<file path="src/pkg/tpgd_regs.svh">
/*
  Constants of the three-phase gate drive logic: register offsets,
  field positions, reset values and timing counts.
  Assumes a 100 MHz system clock and a 32-bit AXI4-Lite register bus.
*/
// Notes on behaviour
// - six-input mode: both commands low keeps both gates low, phase floats.
// - six-input mode: only high command drives high gate; only low drives low.
// - six-input mode: both commands high at once turns both gates of that phase off.
// - in neither mode can the high and low commands turn on both gates of one phase.
// - three-input mode: low command low forces both gates low, phase floats.
// - three-input mode, low command high: high command picks high or low gate.
// - a dead time separates one gate turning off and the other on.
// - dead time adjustable linearly from 100 ns to 2000 ns by setting pin.
// - setting pin open or grounded gives a fixed dead time of 55 ns.
// - command edges pass a short digital delay doing decode and dead time.
// - six fault conditions are monitored as fault events.
// - fault events are reported on the active-low fault output.
// - fault output is open drain, pulls low only, needs outside pull-up.
// - mode comes from a four-level configuration input.
`ifndef TPGD_REGS_SVH
`define TPGD_REGS_SVH

// ==========================================================
// register map
`define TPGD_CTRL_OFS 8'h00
`define TPGD_STATUS_OFS 8'h04
`define TPGD_CONFIG_OFS 8'h08
`define TPGD_GATES_OFS 8'h0c
`define TPGD_CTRL_FORCE_OFF_BIT 0
`define TPGD_CTRL_CLEAR_BIT 1
`define TPGD_STATUS_DRIVE_BIT 8
`define TPGD_CONFIG_MODE_BIT 0
`define TPGD_CONFIG_DT_LSB 8
`define TPGD_CONFIG_VALID_BIT 16
`define TPGD_GATES_LOW_LSB 4
`define TPGD_CTRL_RESET 1'b0
`define TPGD_RESP_OKAY 2'h0
`define TPGD_RESP_SLVERR 2'h2

// ==========================================================
// timing
`define TPGD_CLK_NS 10
`define TPGD_DT_FIXED_NS 55
`define TPGD_DT_STEP_NS 100
`define TPGD_DT_MAX_NS 2000
`define TPGD_DT_FIXED_CYC \
  ((`TPGD_DT_FIXED_NS + `TPGD_CLK_NS - 1) / `TPGD_CLK_NS)
`define TPGD_DT_STEP_CYC ((`TPGD_DT_STEP_NS + `TPGD_CLK_NS - 1) / `TPGD_CLK_NS)
`define TPGD_DT_MAX_CODE (`TPGD_DT_MAX_NS / `TPGD_DT_STEP_NS)
`define TPGD_START_CYC 2'h3

`endif

</file>
<file path="src/pkg/tpgd_pkg.sv">
/*
  Types of the three-phase gate drive logic.
  Assumes the constants header is compiled alongside.
*/
`default_nettype none

package tpgd_pkg;

  // ==========================================================
  // modes and phase drive states
  typedef enum logic {
    TPGD_MODE_SIX = 1'b0,
    TPGD_MODE_THREE = 1'b1
  } tpgd_mode_t;

  typedef enum logic [1:0] {
    TPGD_PH_OFF = 2'b00,
    TPGD_PH_HIGH = 2'b01,
    TPGD_PH_LOW = 2'b10
  } tpgd_phase_t;

  // ==========================================================
  // fault condition inputs
  typedef struct packed {
    logic thermal_shutdown;
    logic shunt_overcurrent;
    logic drain_source_overcurrent;
    logic bootstrap_undervoltage;
    logic gate_supply_undervoltage;
    logic supply_undervoltage;
  } tpgd_fault_t;

endpackage : tpgd_pkg

`default_nettype wire

</file>
<file path="src/verilog/tpgd_gate_logic.sv">
/*
  Input decode, shoot-through block, dead-time insertion and fault
  reporting of a three-phase half-bridge gate driver, with an AXI4-Lite
  register slave.
  Assumes command, configuration and fault inputs are asynchronous
  levels from pins or analog comparators; the fault wire has an
  external pull-up.
*/
`include "tpgd_regs.svh"
`default_nettype none

module tpgd_gate_logic
  import tpgd_pkg::*;
(
  // clock and reset
  input wire logic sys_clk_in,
  input wire logic rst_in,
  // motor controller commands, one bit per phase
  input wire logic [2:0] high_side_cmd_in,
  input wire logic [2:0] low_side_cmd_in,
  // configuration pins as digitised levels
  input wire logic [1:0] mode_level_in,
  input wire logic [4:0] deadtime_set_pin_in,
  // fault conditions from the monitors
  input wire tpgd_fault_t fault_cond_in,
  // gate enables
  output logic [2:0] high_gate_out,
  output logic [2:0] low_gate_out,
  // open-drain fault line
  output logic fault_flag_n_out,
  output logic fault_flag_oe_out,
  // axi4-lite write address and data
  input wire logic [7:0] axi_awaddr_in,
  input wire logic axi_awvalid_in,
  output logic axi_awready_out,
  input wire logic [31:0] axi_wdata_in,
  input wire logic [3:0] axi_wstrb_in,
  input wire logic axi_wvalid_in,
  output logic axi_wready_out,
  // axi4-lite write response
  output logic [1:0] axi_bresp_out,
  output logic axi_bvalid_out,
  input wire logic axi_bready_in,
  // axi4-lite read
  input wire logic [7:0] axi_araddr_in,
  input wire logic axi_arvalid_in,
  output logic axi_arready_out,
  output logic [31:0] axi_rdata_out,
  output logic [1:0] axi_rresp_out,
  output logic axi_rvalid_out,
  input wire logic axi_rready_in
);

  // ==========================================================
  // state
  typedef struct packed {
    logic [2:0] hs_m;
    logic [2:0] hs_s;
    logic [2:0] ls_m;
    logic [2:0] ls_s;
    tpgd_fault_t flt_m;
    tpgd_fault_t flt_s;
    logic [1:0] mode_m;
    logic [1:0] mode_s;
    logic [4:0] dtc_m;
    logic [4:0] dtc_s;
    logic [1:0] start_cnt;
    logic cfg_valid;
    tpgd_mode_t mode;
    logic [4:0] dt_code;
    logic [7:0] dt_cycles;
    tpgd_phase_t [2:0] ph;
    logic [2:0][7:0] dt_cnt;
    logic [2:0] hi_gate;
    logic [2:0] lo_gate;
    tpgd_fault_t flt_lat;
    logic flt_drive;
    logic force_off;
    logic aw_held;
    logic w_held;
    logic [7:0] awaddr;
    logic [31:0] wdata;
    logic [3:0] wstrb;
    logic awready;
    logic wready;
    logic bvalid;
    logic [1:0] bresp;
    logic arready;
    logic rvalid;
    logic [1:0] rresp;
    logic [31:0] rdata;
  } tpgd_state_t;

  tpgd_state_t state_r;
  tpgd_state_t state_nxt;

  // ==========================================================
  // dead time in cycles from the setting code
  function automatic logic [7:0] tpgd_dt_cycles(input logic [4:0] code);
    logic [4:0] c;
    c = code;
    if (code > 5'(`TPGD_DT_MAX_CODE)) begin
      c = 5'(`TPGD_DT_MAX_CODE);
    end
    if (c == 5'h00) begin
      tpgd_dt_cycles = 8'(`TPGD_DT_FIXED_CYC);
    end else begin
      tpgd_dt_cycles = 8'(c * `TPGD_DT_STEP_CYC);
    end
  endfunction : tpgd_dt_cycles

  // ==========================================================
  // command decode for one phase
  function automatic tpgd_phase_t tpgd_decode(input tpgd_mode_t mode,
                                              input logic hs,
                                              input logic ls);
    tpgd_phase_t w;
    w = TPGD_PH_OFF;
    if (mode == TPGD_MODE_SIX) begin
      case ({ls, hs})
        2'b01: w = TPGD_PH_HIGH;
        2'b10: w = TPGD_PH_LOW;
        2'b11: w = TPGD_PH_OFF;
        default: w = TPGD_PH_OFF;
      endcase
    end else begin
      if (!ls) begin
        w = TPGD_PH_OFF;
      end else if (hs) begin
        w = TPGD_PH_HIGH;
      end else begin
        w = TPGD_PH_LOW;
      end
    end
    tpgd_decode = w;
  endfunction : tpgd_decode

  // ==========================================================
  // register read mux
  function automatic logic [32:0] tpgd_read(input logic [7:0] a,
                                            input tpgd_state_t st);
    logic [31:0] d;
    logic err;
    d = 32'h0000_0000;
    err = 1'b0;
    case (a)
      `TPGD_CTRL_OFS: begin
        d[`TPGD_CTRL_FORCE_OFF_BIT] = st.force_off;
      end
      `TPGD_STATUS_OFS: begin
        d[5:0] = st.flt_lat;
        d[`TPGD_STATUS_DRIVE_BIT] = st.flt_drive;
      end
      `TPGD_CONFIG_OFS: begin
        d[`TPGD_CONFIG_MODE_BIT] = st.mode;
        d[`TPGD_CONFIG_DT_LSB +: 5] = st.dt_code;
        d[`TPGD_CONFIG_VALID_BIT] = st.cfg_valid;
      end
      `TPGD_GATES_OFS: begin
        d[2:0] = st.hi_gate;
        d[`TPGD_GATES_LOW_LSB +: 3] = st.lo_gate;
      end
      default: begin
        err = 1'b1;
      end
    endcase
    tpgd_read = {err, d};
  endfunction : tpgd_read

  // ==========================================================
  // next state
  always_comb begin
    tpgd_phase_t want;
    logic gate_block;
    logic clear_req;
    logic [32:0] rd;
    want = TPGD_PH_OFF;
    gate_block = 1'b0;
    clear_req = 1'b0;
    rd = 33'h0_0000_0000;
    state_nxt = state_r;

    // two-flop synchronisers; pin edges reach the gates two to three
    // cycles late, which is the digital delay stage
    state_nxt.hs_m = high_side_cmd_in;
    state_nxt.hs_s = state_r.hs_m;
    state_nxt.ls_m = low_side_cmd_in;
    state_nxt.ls_s = state_r.ls_m;
    state_nxt.flt_m = fault_cond_in;
    state_nxt.flt_s = state_r.flt_m;
    state_nxt.mode_m = mode_level_in;
    state_nxt.mode_s = state_r.mode_m;
    state_nxt.dtc_m = deadtime_set_pin_in;
    state_nxt.dtc_s = state_r.dtc_m;

    // configuration is caught once, after the synchronisers have filled
    if (!state_r.cfg_valid) begin
      if (state_r.start_cnt == `TPGD_START_CYC) begin
        state_nxt.cfg_valid = 1'b1;
        state_nxt.mode = state_r.mode_s[1] ? TPGD_MODE_THREE
                                           : TPGD_MODE_SIX;
        state_nxt.dt_code = state_r.dtc_s;
        state_nxt.dt_cycles = tpgd_dt_cycles(state_r.dtc_s);
      end else begin
        state_nxt.start_cnt = state_r.start_cnt + 2'h1;
      end
    end

    // write channel
    if (state_r.bvalid && axi_bready_in) begin
      state_nxt.bvalid = 1'b0;
    end
    if (axi_awvalid_in && state_r.awready) begin
      state_nxt.aw_held = 1'b1;
      state_nxt.awaddr = axi_awaddr_in;
    end
    if (axi_wvalid_in && state_r.wready) begin
      state_nxt.w_held = 1'b1;
      state_nxt.wdata = axi_wdata_in;
      state_nxt.wstrb = axi_wstrb_in;
    end
    if (state_r.aw_held && state_r.w_held && !state_r.bvalid) begin
      state_nxt.aw_held = 1'b0;
      state_nxt.w_held = 1'b0;
      state_nxt.bvalid = 1'b1;
      state_nxt.bresp = `TPGD_RESP_OKAY;
      case (state_r.awaddr)
        `TPGD_CTRL_OFS: begin
          if (state_r.wstrb[0]) begin
            state_nxt.force_off = state_r.wdata[`TPGD_CTRL_FORCE_OFF_BIT];
            clear_req = state_r.wdata[`TPGD_CTRL_CLEAR_BIT];
          end
        end
        `TPGD_STATUS_OFS, `TPGD_CONFIG_OFS, `TPGD_GATES_OFS: begin
          state_nxt.bresp = `TPGD_RESP_OKAY;
        end
        default: begin
          state_nxt.bresp = `TPGD_RESP_SLVERR;
        end
      endcase
    end
    state_nxt.awready = !state_nxt.aw_held && !state_nxt.bvalid;
    state_nxt.wready = !state_nxt.w_held && !state_nxt.bvalid;

    // read channel
    if (state_r.rvalid && axi_rready_in) begin
      state_nxt.rvalid = 1'b0;
    end
    if (axi_arvalid_in && state_r.arready) begin
      rd = tpgd_read(axi_araddr_in, state_r);
      state_nxt.rvalid = 1'b1;
      state_nxt.rdata = rd[31:0];
      state_nxt.rresp = rd[32] ? `TPGD_RESP_SLVERR : `TPGD_RESP_OKAY;
    end
    state_nxt.arready = !state_nxt.rvalid;

    // faults latch; a new event beats a clear in the same cycle
    state_nxt.flt_lat = state_r.flt_s |
                        (clear_req ? 6'h00 : state_r.flt_lat);
    // supply undervoltage holds the line only while present
    gate_block = (|state_r.flt_lat[5:1]) ||
                 state_r.flt_s.supply_undervoltage;
    // only the second synchroniser stage may feed logic
    state_nxt.flt_drive = (|state_nxt.flt_lat[5:1]) ||
                          state_r.flt_s.supply_undervoltage;

    // per-phase drive with dead time
    for (int p = 0; p < 3; p++) begin
      want = tpgd_decode(state_r.mode, state_r.hs_s[p], state_r.ls_s[p]);
      if (!state_r.cfg_valid || gate_block || state_r.force_off) begin
        want = TPGD_PH_OFF;
      end
      if (state_r.ph[p] != TPGD_PH_OFF && want != state_r.ph[p]) begin
        // leaving a driven state: gate off now, then wait out dead time
        state_nxt.ph[p] = TPGD_PH_OFF;
        state_nxt.dt_cnt[p] = state_r.dt_cycles - 8'h01;
      end else if (state_r.ph[p] == TPGD_PH_OFF) begin
        if (state_r.dt_cnt[p] != 8'h00) begin
          state_nxt.dt_cnt[p] = state_r.dt_cnt[p] - 8'h01;
        end else if (want != TPGD_PH_OFF) begin
          state_nxt.ph[p] = want;
        end
      end
      state_nxt.hi_gate[p] = (state_nxt.ph[p] == TPGD_PH_HIGH);
      state_nxt.lo_gate[p] = (state_nxt.ph[p] == TPGD_PH_LOW);
    end
  end

  // ==========================================================
  // registers
  always_ff @(posedge sys_clk_in or posedge rst_in) begin
    if (rst_in) begin
      state_r.hs_m <= 3'h0;
      state_r.hs_s <= 3'h0;
      state_r.ls_m <= 3'h0;
      state_r.ls_s <= 3'h0;
      state_r.flt_m <= 6'h00;
      state_r.flt_s <= 6'h00;
      state_r.mode_m <= 2'h0;
      state_r.mode_s <= 2'h0;
      state_r.dtc_m <= 5'h00;
      state_r.dtc_s <= 5'h00;
      state_r.start_cnt <= 2'h0;
      state_r.cfg_valid <= 1'b0;
      state_r.mode <= TPGD_MODE_SIX;
      state_r.dt_code <= 5'h00;
      state_r.dt_cycles <= 8'(`TPGD_DT_FIXED_CYC);
      state_r.ph <= '{TPGD_PH_OFF, TPGD_PH_OFF, TPGD_PH_OFF};
      state_r.dt_cnt <= 24'h00_0000;
      state_r.hi_gate <= 3'h0;
      state_r.lo_gate <= 3'h0;
      state_r.flt_lat <= 6'h00;
      state_r.flt_drive <= 1'b0;
      state_r.force_off <= `TPGD_CTRL_RESET;
      state_r.aw_held <= 1'b0;
      state_r.w_held <= 1'b0;
      state_r.awaddr <= 8'h00;
      state_r.wdata <= 32'h0000_0000;
      state_r.wstrb <= 4'h0;
      state_r.awready <= 1'b0;
      state_r.wready <= 1'b0;
      state_r.bvalid <= 1'b0;
      state_r.bresp <= 2'h0;
      state_r.arready <= 1'b0;
      state_r.rvalid <= 1'b0;
      state_r.rresp <= 2'h0;
      state_r.rdata <= 32'h0000_0000;
    end else begin
      state_r <= state_nxt;
    end
  end

  // ==========================================================
  // outputs
  assign high_gate_out = state_r.hi_gate;
  assign low_gate_out = state_r.lo_gate;
  // the pin only ever pulls low; high comes from the outside pull-up
  assign fault_flag_n_out = 1'b0;
  assign fault_flag_oe_out = state_r.flt_drive;
  assign axi_awready_out = state_r.awready;
  assign axi_wready_out = state_r.wready;
  assign axi_bresp_out = state_r.bresp;
  assign axi_bvalid_out = state_r.bvalid;
  assign axi_arready_out = state_r.arready;
  assign axi_rdata_out = state_r.rdata;
  assign axi_rresp_out = state_r.rresp;
  assign axi_rvalid_out = state_r.rvalid;

endmodule : tpgd_gate_logic

`default_nettype wire
</file>
<file path="config.mk">
export PLATFORM = sky130hd
export DESIGN_NAME = tpgd_gate_logic
export DESIGN_NICKNAME = d
export VERILOG_FILES = /design/src/pkg/tpgd_pkg.sv /design/src/verilog/tpgd_gate_logic.sv
export VERILOG_INCLUDE_DIRS = /design/src /design/src/pkg
export SDC_FILE = /design/constraint.sdc
export NUM_CORES = 1
export LEC_CHECK = 0
export BUFFER_PORTS_ARGS = -buffer_cell sky130_fd_sc_hd__buf_4
export CAP_MARGIN = 20
export CORE_UTILIZATION = 54
export DETAILED_ROUTE_END_ITERATION = 12
export MAX_ROUTING_LAYER = met4
export PLACE_DENSITY = 0.79
export REMOVE_ABC_BUFFERS = 1
export SKIP_LAST_GASP = 1
export SLEW_MARGIN = 15
export SYNTH_ARGS = -nofsm -noshare
export SYNTH_HDL_FRONTEND = slang
export SYNTH_SLANG_ARGS = --single-unit
</file>
<file path="constraint.sdc">
create_clock -name sys_clk_in -period 5.8 [get_ports sys_clk_in]
set_input_delay 0.87 -clock sys_clk_in [delete_from_list [all_inputs] [get_ports sys_clk_in]]
set_output_delay 0.87 -clock sys_clk_in [all_outputs]
set_load 0.03 [all_outputs]
</file>
==> metrics.md, run 1 <==
| Metric | Value |
|---|---|
| P_leak | between 3 and 4 nW |
| I/O Buffers | 70 |
| Avg WL per Cell | about 16 um |
| PD cells | about 430 nW/um^2 |
| # setup viols final | 0 |
| F_max | approximately 360 MHz |
| Hold path cells | 0 |
| # diodes | 0 |
| P_sw | 0.8506 mW |
| Antenna-violating nets left | 0 |
| Via count | between 3,000 and 4,000 |
| Hpwl dp | slightly below 8000 um |
| Final Hold Vio Count | 0 |
| Max incr delay on CP | around 0.83 ns |
| Core ar. | a little over 10,000 sq um |
| Worst-Skew Late Latency | 0.52 ns |
| Initial antenna violation count | 0 |
| Maximum VDD drop | ~0.33 mV |
| Area Growth Syn to Fin | 17.65% |
| First-pass GRT wire length | between 15,000 and 20,000 um |
| Cell taking the most area after synthesis | dfrtp_1 |
| Int Pwr | 2.109 mW |
| Grt total ovfl | 0 |
| R2R Setup Slk | between 3 and 4 ns |
| Kind of cell adding the most delay to the critical path | compound AO/OA/AOI/OAI gates |
| Asr flop ratio synth | 100.0% |
| Post-Synthesis Cells | a little over 500 |
| RSZ-0062 raised after global routing | no |
| Routability cong. | 0.8356 |
| Clk_skew | around 0.011 ns |
| DIE WIDTH | between 100 and 150 um |
| Final nets | roughly 660 |
| Post-CTS setup buffers | 0 |
| Flop pwr share | between 40% and 50% |
| Worst slack, placed | between 3 and 4 ns |
| Largest net degree at the start of global routing | 78 |
| Cell breakdown of the critical path | inv_1, ha_1, or4b_4, o21ai_0, nand2_1, mux2_2 |
| Clock sink total | roughly 130 |
| WP data required | slightly above 6 ns |
| Worst path buffer plus inverter count | 1 |
| Die area | around 11,000 sq um |
| Design Power | between 2 and 3 mW |
| Share of the synthesized area in the top cell type | 54.68% |
| Hold buffers post-CTS | 0 |
| Placed Area | between 6000 and 7000 sq um |
| Fin. max-slew vios | 0 |
| DRC | 0 |
| Main area contributors after synthesis | dfrtp_1 (55%), buf_4 (5.9%), nand2_1 (3.3%) |
| Placed insts | around 680 |
| IO Pins | 127 |
| Mapped cell area | approximately 5800 sq um |
| DRT iter0 DRCs | roughly 260 |
| Cell Rows | 37 |
| Fin cells | 715 |
| Slowest CP cell | o21ai_0 |
| Final setup margin | between 3 and 4 ns |
| Synth cell types | 68 |
| Resized cells post-CTS | 0 |
| Period utilisation layout | a little under half |
| Sum of negative setup slack | 0 ns |
| Main synth FF type | dfrtp_1 |
| Ratio of cells with drive above 1 in the final layout | between 20 and 30% |
| Initial Utilization | a little under three fifths |
| CTS root buffer | clkbuf_8 |
| Worst Path Max Fanout | 11 |
| Clk buf depth | 2 |
| Commonest non-fill, non-tap cell in the layout | dfrtp_1 |
| Tot GR Track Use | a little under a quarter |
| Syn. warnings | 0 |
| Most frequent cells in the layout | dfrtp_1 (127), buf_4 (71), nand2_1 (51) |
| Syn_area_per_cell | between 10 and 15 sq um |
| DRT Wirelength | 11,380 um |
| Status | complete, no violations |
| Number of synthesized flops with an enable pin | 0 |
| Max-cap violation count | 0 |
| Crit path time final | between 2 and 3 ns |
| Clock group share of total power | between 30% and 40% |
| Arrival @ worst endpoint | ~3.1 ns |
| Comb power frac | 21.3% |
| FF+latch count, synth | approximately 130 |
| Setup crit end kind | flop |
| Clk slew on worst S/H paths | around 0.05 ns |
| Cell area after layout | approximately 6800 sq um |
| Vias per cell | about 5.5 |
| Crit start category | flop |
| Slew @ Worst Pin | slightly above 1 ns |
| Sw Share | 28.74% |
| Crit path depth | 6 |
| Sequential cell area fraction in the yosys report | a little under three fifths |
| H-Tree Depth | 4 |
| Relative slew slack | between 30% and 40% |
| Vias in the first global route | approximately 4,000 |
| CP Class | reg -> reg |
| CTS tree | built |
| Reg2Reg Depth | 6 |
| Chip height | 105.7 um |
| CTS Buf Count | 17 |
| Min-delay worst type | reg -> reg |
| DRT Pass-1 Iters | 4 |
[power groups by stage]
| stage | combinational [mW] | clock, mW | sequential [mW] |
|---|---|---|---|
| floorplan | 0.446 | 0 | 1.22 |
| finish | 0.631 | 1.11 | 1.22 |
| CTS | 0.634 | 1.13 | 1.21 |
| global route | 0.705 | 1.17 | 1.24 |
| global placement | 0.588 | 0 | 1.21 |
| detailed placement | 0.620 | 0 | 1.23 |
[worst reg2reg max path: stages (launching register included)]
cell,delay [ns]
dfrtp_1,0.39
inv_1,0.10
ha_1,0.22
or4b_4,0.51
o21ai_0,0.83
nand2_1,0.24
mux2_2,0.33
[synthesized netlist by cell type, types with 8 or more instances]
cell type  number
inv_1          22
a21oi_1        18
dfrtp_1       127
o21ai_0        22
xnor2_1         8
nor3_1          8
nor2_1         26
nand2_1        51
mux2_2         15
buf_4          46
ha_1           11
[layout make-up]
| cell class | count | area [sq um] |
|---|---|---|
| Clock buffer | 22 | 473.0 |
| Clock inverter | 10 | 155.1 |
| Fill cell | 759 | 3532 |
| Inverter | 22 | 85.08 |
| Multi-Input combinational cell | 325 | 2191 |
| Sequential cell | 129 | 3231 |
| Tap cell | 136 | 170.2 |
| Timing Repair Buffer | 71 | 533.0 |
[per-stage QoR]
stage / hold slack (ns) / utilization (%)
final: 0.3461 / 65.94
after global routing: 0.3484 / 65.94
after CTS: 0.3473 / 65.94
after detailed placement: 0.3347 / 59.88
after global placement: 0.3323 / 59.88
after floorplan: 0.3312 / -
[cells by family (layout without fill, tap and decap cells)]
| group | after synthesis | in the layout | share of synthesized area, % |
|---|---|---|---|
| fa+ha+maj | 12 | 12 | 2.713 |
| xor+xnor | 14 | 14 | 2.110 |
| buf+inv | 78 | 125 | 8.073 |
| other cells | 1 | 22 | 0.06452 |
| mux | 20 | 20 | 3.767 |
| simple gates | 150 | 150 | 14.27 |
| compound gates | 107 | 107 | 13.41 |
| flops | 129 | 129 | 55.59 |
[routing by layer]
metal	GRT usage, %	up-vias	wire length [um]
li1	-	1867	-
met1	27.55	1958	4931
met2	36.65	109	5725
met3	6.246	24	498
met4	11.31	0	223
met5	-	-	0
[sequential cells by signal (all words and copies together), names as in the netlist, 3 cells and up]
name / count
low_gate_out: 3
axi_rdata_out: 13
state_r: 84
high_gate_out: 3
state_nxt: 18
[final timing paths]
| path | start | to |
|---|---|---|
| setup reg to reg | state_r[101]$_DFFE_PP0P_ | state_r[101]$_DFFE_PP0P_ |
| hold reg to reg | state_nxt[152]$_DFF_PP0_ | state_r[152]$_DFF_PP0_ |
| setup / recovery | state_r[101]$_DFFE_PP0P_ | state_r[101]$_DFFE_PP0P_ |
| hold / removal | state_nxt[152]$_DFF_PP0_ | state_r[152]$_DFF_PP0_ |
| min in group asynchronous | rst_in | state_r[77]$_DFFE_PP0P_ |
| max in group asynchronous | rst_in | state_r[116]$_DFFE_PP0P_ |
(Power assumes the default switching activity.)
==> inputs of run 2 (changes only) <==
--- a/config.mk
+++ b/config.mk
@@ -8,10 +8,10 @@
 export LEC_CHECK = 0
 export BUFFER_PORTS_ARGS = -buffer_cell sky130_fd_sc_hd__buf_4
 export CAP_MARGIN = 20
-export CORE_UTILIZATION = 54
+export CORE_UTILIZATION = 49
 export DETAILED_ROUTE_END_ITERATION = 12
 export MAX_ROUTING_LAYER = met4
-export PLACE_DENSITY = 0.79
+export PLACE_DENSITY = 0.76
 export REMOVE_ABC_BUFFERS = 1
 export SKIP_LAST_GASP = 1
 export SLEW_MARGIN = 15
==> constraint.sdc (replaced) <==
create_clock -name sys_clk_in -period 2.36 [get_ports sys_clk_in]
set_input_delay 0.354 -clock sys_clk_in [delete_from_list [all_inputs] [get_ports sys_clk_in]]
set_output_delay 0.354 -clock sys_clk_in [all_outputs]
set_load 0.03 [all_outputs]
==> metrics.md, run 2 (same netlist as run 1, synthesis figures left out) <==
| Metric | Value |
|---|---|
| Status | complete, no violations |
| Hpwl dp | 7842 um (+1.9%) |
| Commonest non-fill, non-tap cell in the layout | dfrtp_1 |
| Critical R2R Capture | state_r[115]$_DFFE_PP0P_ |
| Worst Path Max Fanout | 9 (-2) |
| Final nets | 667 (+1.7%) |
| Multi-input logic area | 2195 sq um (+0.17%) |
| CP Launch Point | state_r[109]$_DFFE_PP0P_ |
| CTS tree | built |
| DRC | 0 (unchanged) |
| Clock sink total | 129 (unchanged) |
| Ratio of cells with drive above 1 in the final layout | 27.12% (+1.7 points) |
| Grt met2 use | 32.88% (-3.8 points) |
| H-Tree Depth | 4 (unchanged) |
| R2R Path Start | state_r[109]$_DFFE_PP0P_ |
| Tot GR Track Use | 20.89% (-2.3 points) |
| Global Route met3 Usage | 6.233% (-0.013 points) |
| Final setup margin | 0.1381 ns (-2.919 ns) |
| Design Power | 7.221 mW (+140%) |
| Crit start category | flop |
| CTS root buffer | clkbuf_16 |
| Core Util, Final | 60.53% (-5.4 points) |
| Setup crit end kind | flop |
| RSZ-0062 raised after global routing | no |
| FILL cells | 905 (+19%) |
| DRT Pass-1 Iters | 7 (+3) |
| Maximum VDD drop | 0.6876 mV (+110%) |
| Worst path buffer plus inverter count | 1 (unchanged) |
| Initial Utilization | 50.68% (-5.4 points) |
| First-pass GRT wire length | 19,400 um (+1.6%) |
| Avg WL per Cell | 15.49 um (-2.7%) |
| Crit path depth | 7 (+1) |
| M1 GR Usage | 25.52% (-2.0 points) |
| Core ar. | 11,470 sq um (+11%) |
| Chip height | 110.9 um (+4.9%) |
| Relative slew slack | 55.98% (+25 points) |
| Worst slack, placed | 0.04154 ns (-3.087 ns) |
| Clk slew on worst S/H paths | 0.05 ns (about the same) |
| DRT iter0 DRCs | 197 (-24%) |
| DRT Wirelength | 11,350 um (-0.23%) |
| CP endpoint | state_r[115]$_DFFE_PP0P_ |
| Largest register FFs | 84 (unchanged) |
| Most frequent cells in the layout | dfrtp_1 (127), buf_4 (81), nand2_1 (51) |
| Largest net degree at the start of global routing | 130 (+67%) |
| Crit path time final | 2.222 ns (-0.5213 ns) |
| Vias in the first global route | 3,995 (-0.47%) |
| Initial antenna violation count | 0 (unchanged) |
| Largest reg by FF count | state_r |
| I/O Buffers | 70 (unchanged) |
| # setup viols final | 0 (unchanged) |
| WP data required | 2.66 ns (-3.54 ns) |
| Placed insts | 700 (+2.5%) |
| CTS Buf Count | 17 (unchanged) |
| Arrival @ worst endpoint | 2.52 ns (-0.62 ns) |
| Antenna-violating nets left | 0 (unchanged) |
| F_max | 450.1 MHz (+23%) |
| Final Hold Vio Count | 0 (unchanged) |
| Clk_skew | 0.01075 ns (-0.0004774 ns) |
| Max-cap violation count | 0 (unchanged) |
| Fin. max-slew vios | 0 (unchanged) |
| IO Pins | 127 (unchanged) |
| R2R Setup Slk | 0.14 ns (-2.92 ns) |
| Area Growth Syn to Fin | 19.44% |
| Max incr delay on CP | 0.48 ns (-0.35 ns) |
| Grt total ovfl | 0 (unchanged) |
| Slowest CP cell | or3b_1 |
| Slew @ Worst Pin | 0.6603 ns (-0.3696 ns) |
| Routability cong. | 0.8254 (-1.2%) |
| Cell breakdown of the critical path | inv_1, ha_1, or3b_1, o31ai_4, or3_1, o22ai_1, a31o_2 |
| P_leak | 3.155 nW (+1.8%) |
| Register area | 3231 sq um (unchanged) |
| PD cells | 1040 nW/um^2 (+140%) |
| CP Class | reg -> reg |
| Die area | 12,300 sq um (+10%) |
| Worst-Skew Late Latency | 0.42 ns (-0.10 ns) |
| Fin cells | 733 (+2.5%) |
| Via count | 3,950 (-0.20%) |
| Min-delay worst type | in -> reg |
| Clk buf depth | 2 (unchanged) |
| Reg2Reg Depth | 7 (+1) |
| Vias per cell | 5.389 (-2.7%) |
| Kind of cell adding the most delay to the critical path | compound AO/OA/AOI/OAI gates |
| Period utilisation layout | 94.15% (+47 points) |
| Cell Rows | 39 (+5.4%) |
| DIE WIDTH | 110.9 um (+4.9%) |
| Global route hottest layer | met2 |
| # diodes | 0 (unchanged) |
| Sum of negative setup slack | 0 ns (unchanged) |
==> run 2: how the worst min path moves through the flow <==
stage	cells after the start	startpoint	endpoint	slack, ns
finish	1	high_side_cmd_in[1]	state_nxt[181]$_DFF_PP0_	0.04
global route	1	deadtime_set_pin_in[1]	state_nxt[149]$_DFF_PP0_	0.02
CTS	1	mode_level_in[1]	state_nxt[159]$_DFF_PP0_	0.03
detailed placement	0	state_nxt[150]$_DFF_PP0_	state_r[150]$_DFF_PP0_	0.33
global placement	0	state_nxt[152]$_DFF_PP0_	state_r[152]$_DFF_PP0_	0.33
floorplan	0	state_nxt[148]$_DFF_PP0_	state_r[148]$_DFF_PP0_	0.33
==> run 2: layer usage <==
metal / part of all wire (%) / vias up
met5: 0 / -
met2: 51 / 100
met4: 1.3 / 0
met1: 43 / 1959
met3: 5.3 / 13
li1: - / 1878
==> run 2: worst reg2reg max path: stages (launching register included) <==
cell and delay [ns]:
dfrtp_1 0.39, inv_1 0.11, ha_1 0.19, or3b_1 0.48
o31ai_4 0.44, or3_1 0.19, o22ai_1 0.08, a31o_2 0.23
==> run 2: layout make-up <==
cell class	instances	share of cell area (%)
well taps	143	2.578
repair buffers	82	9.048
flip-flops and latches	129	46.54
clock buffers	22	7.120
multi-input cells	325	31.61
inverters	22	1.226
clock inverters	10	1.875
==> run 2: what timing repair did <==
item,in CTS,in global routing
setup endpoints to repair,0,2
hold buffers,0,0
setup buffers,0,1
resized for setup,0,2
==> run 2: through the flow <==
stage | area [sq um] | hold WS, ns
finish | 6942 | 0.04439
global route | 6942 | 0.02166
CTS | 6930 | 0.02917
detailed placement | 6306 | 0.3347
global placement | 6306 | 0.3328
floorplan | 5504 | 0.3312
==> run 2: where the power goes <==
part	internal, mW	switching, mW	leakage, nW	total (mW)
Clock	1.79	0.907	0.308	2.70
Combinational	0.727	0.810	1.30	1.54
Sequential	2.64	0.345	1.54	2.99
Total	5.16	2.06	3.15	7.22
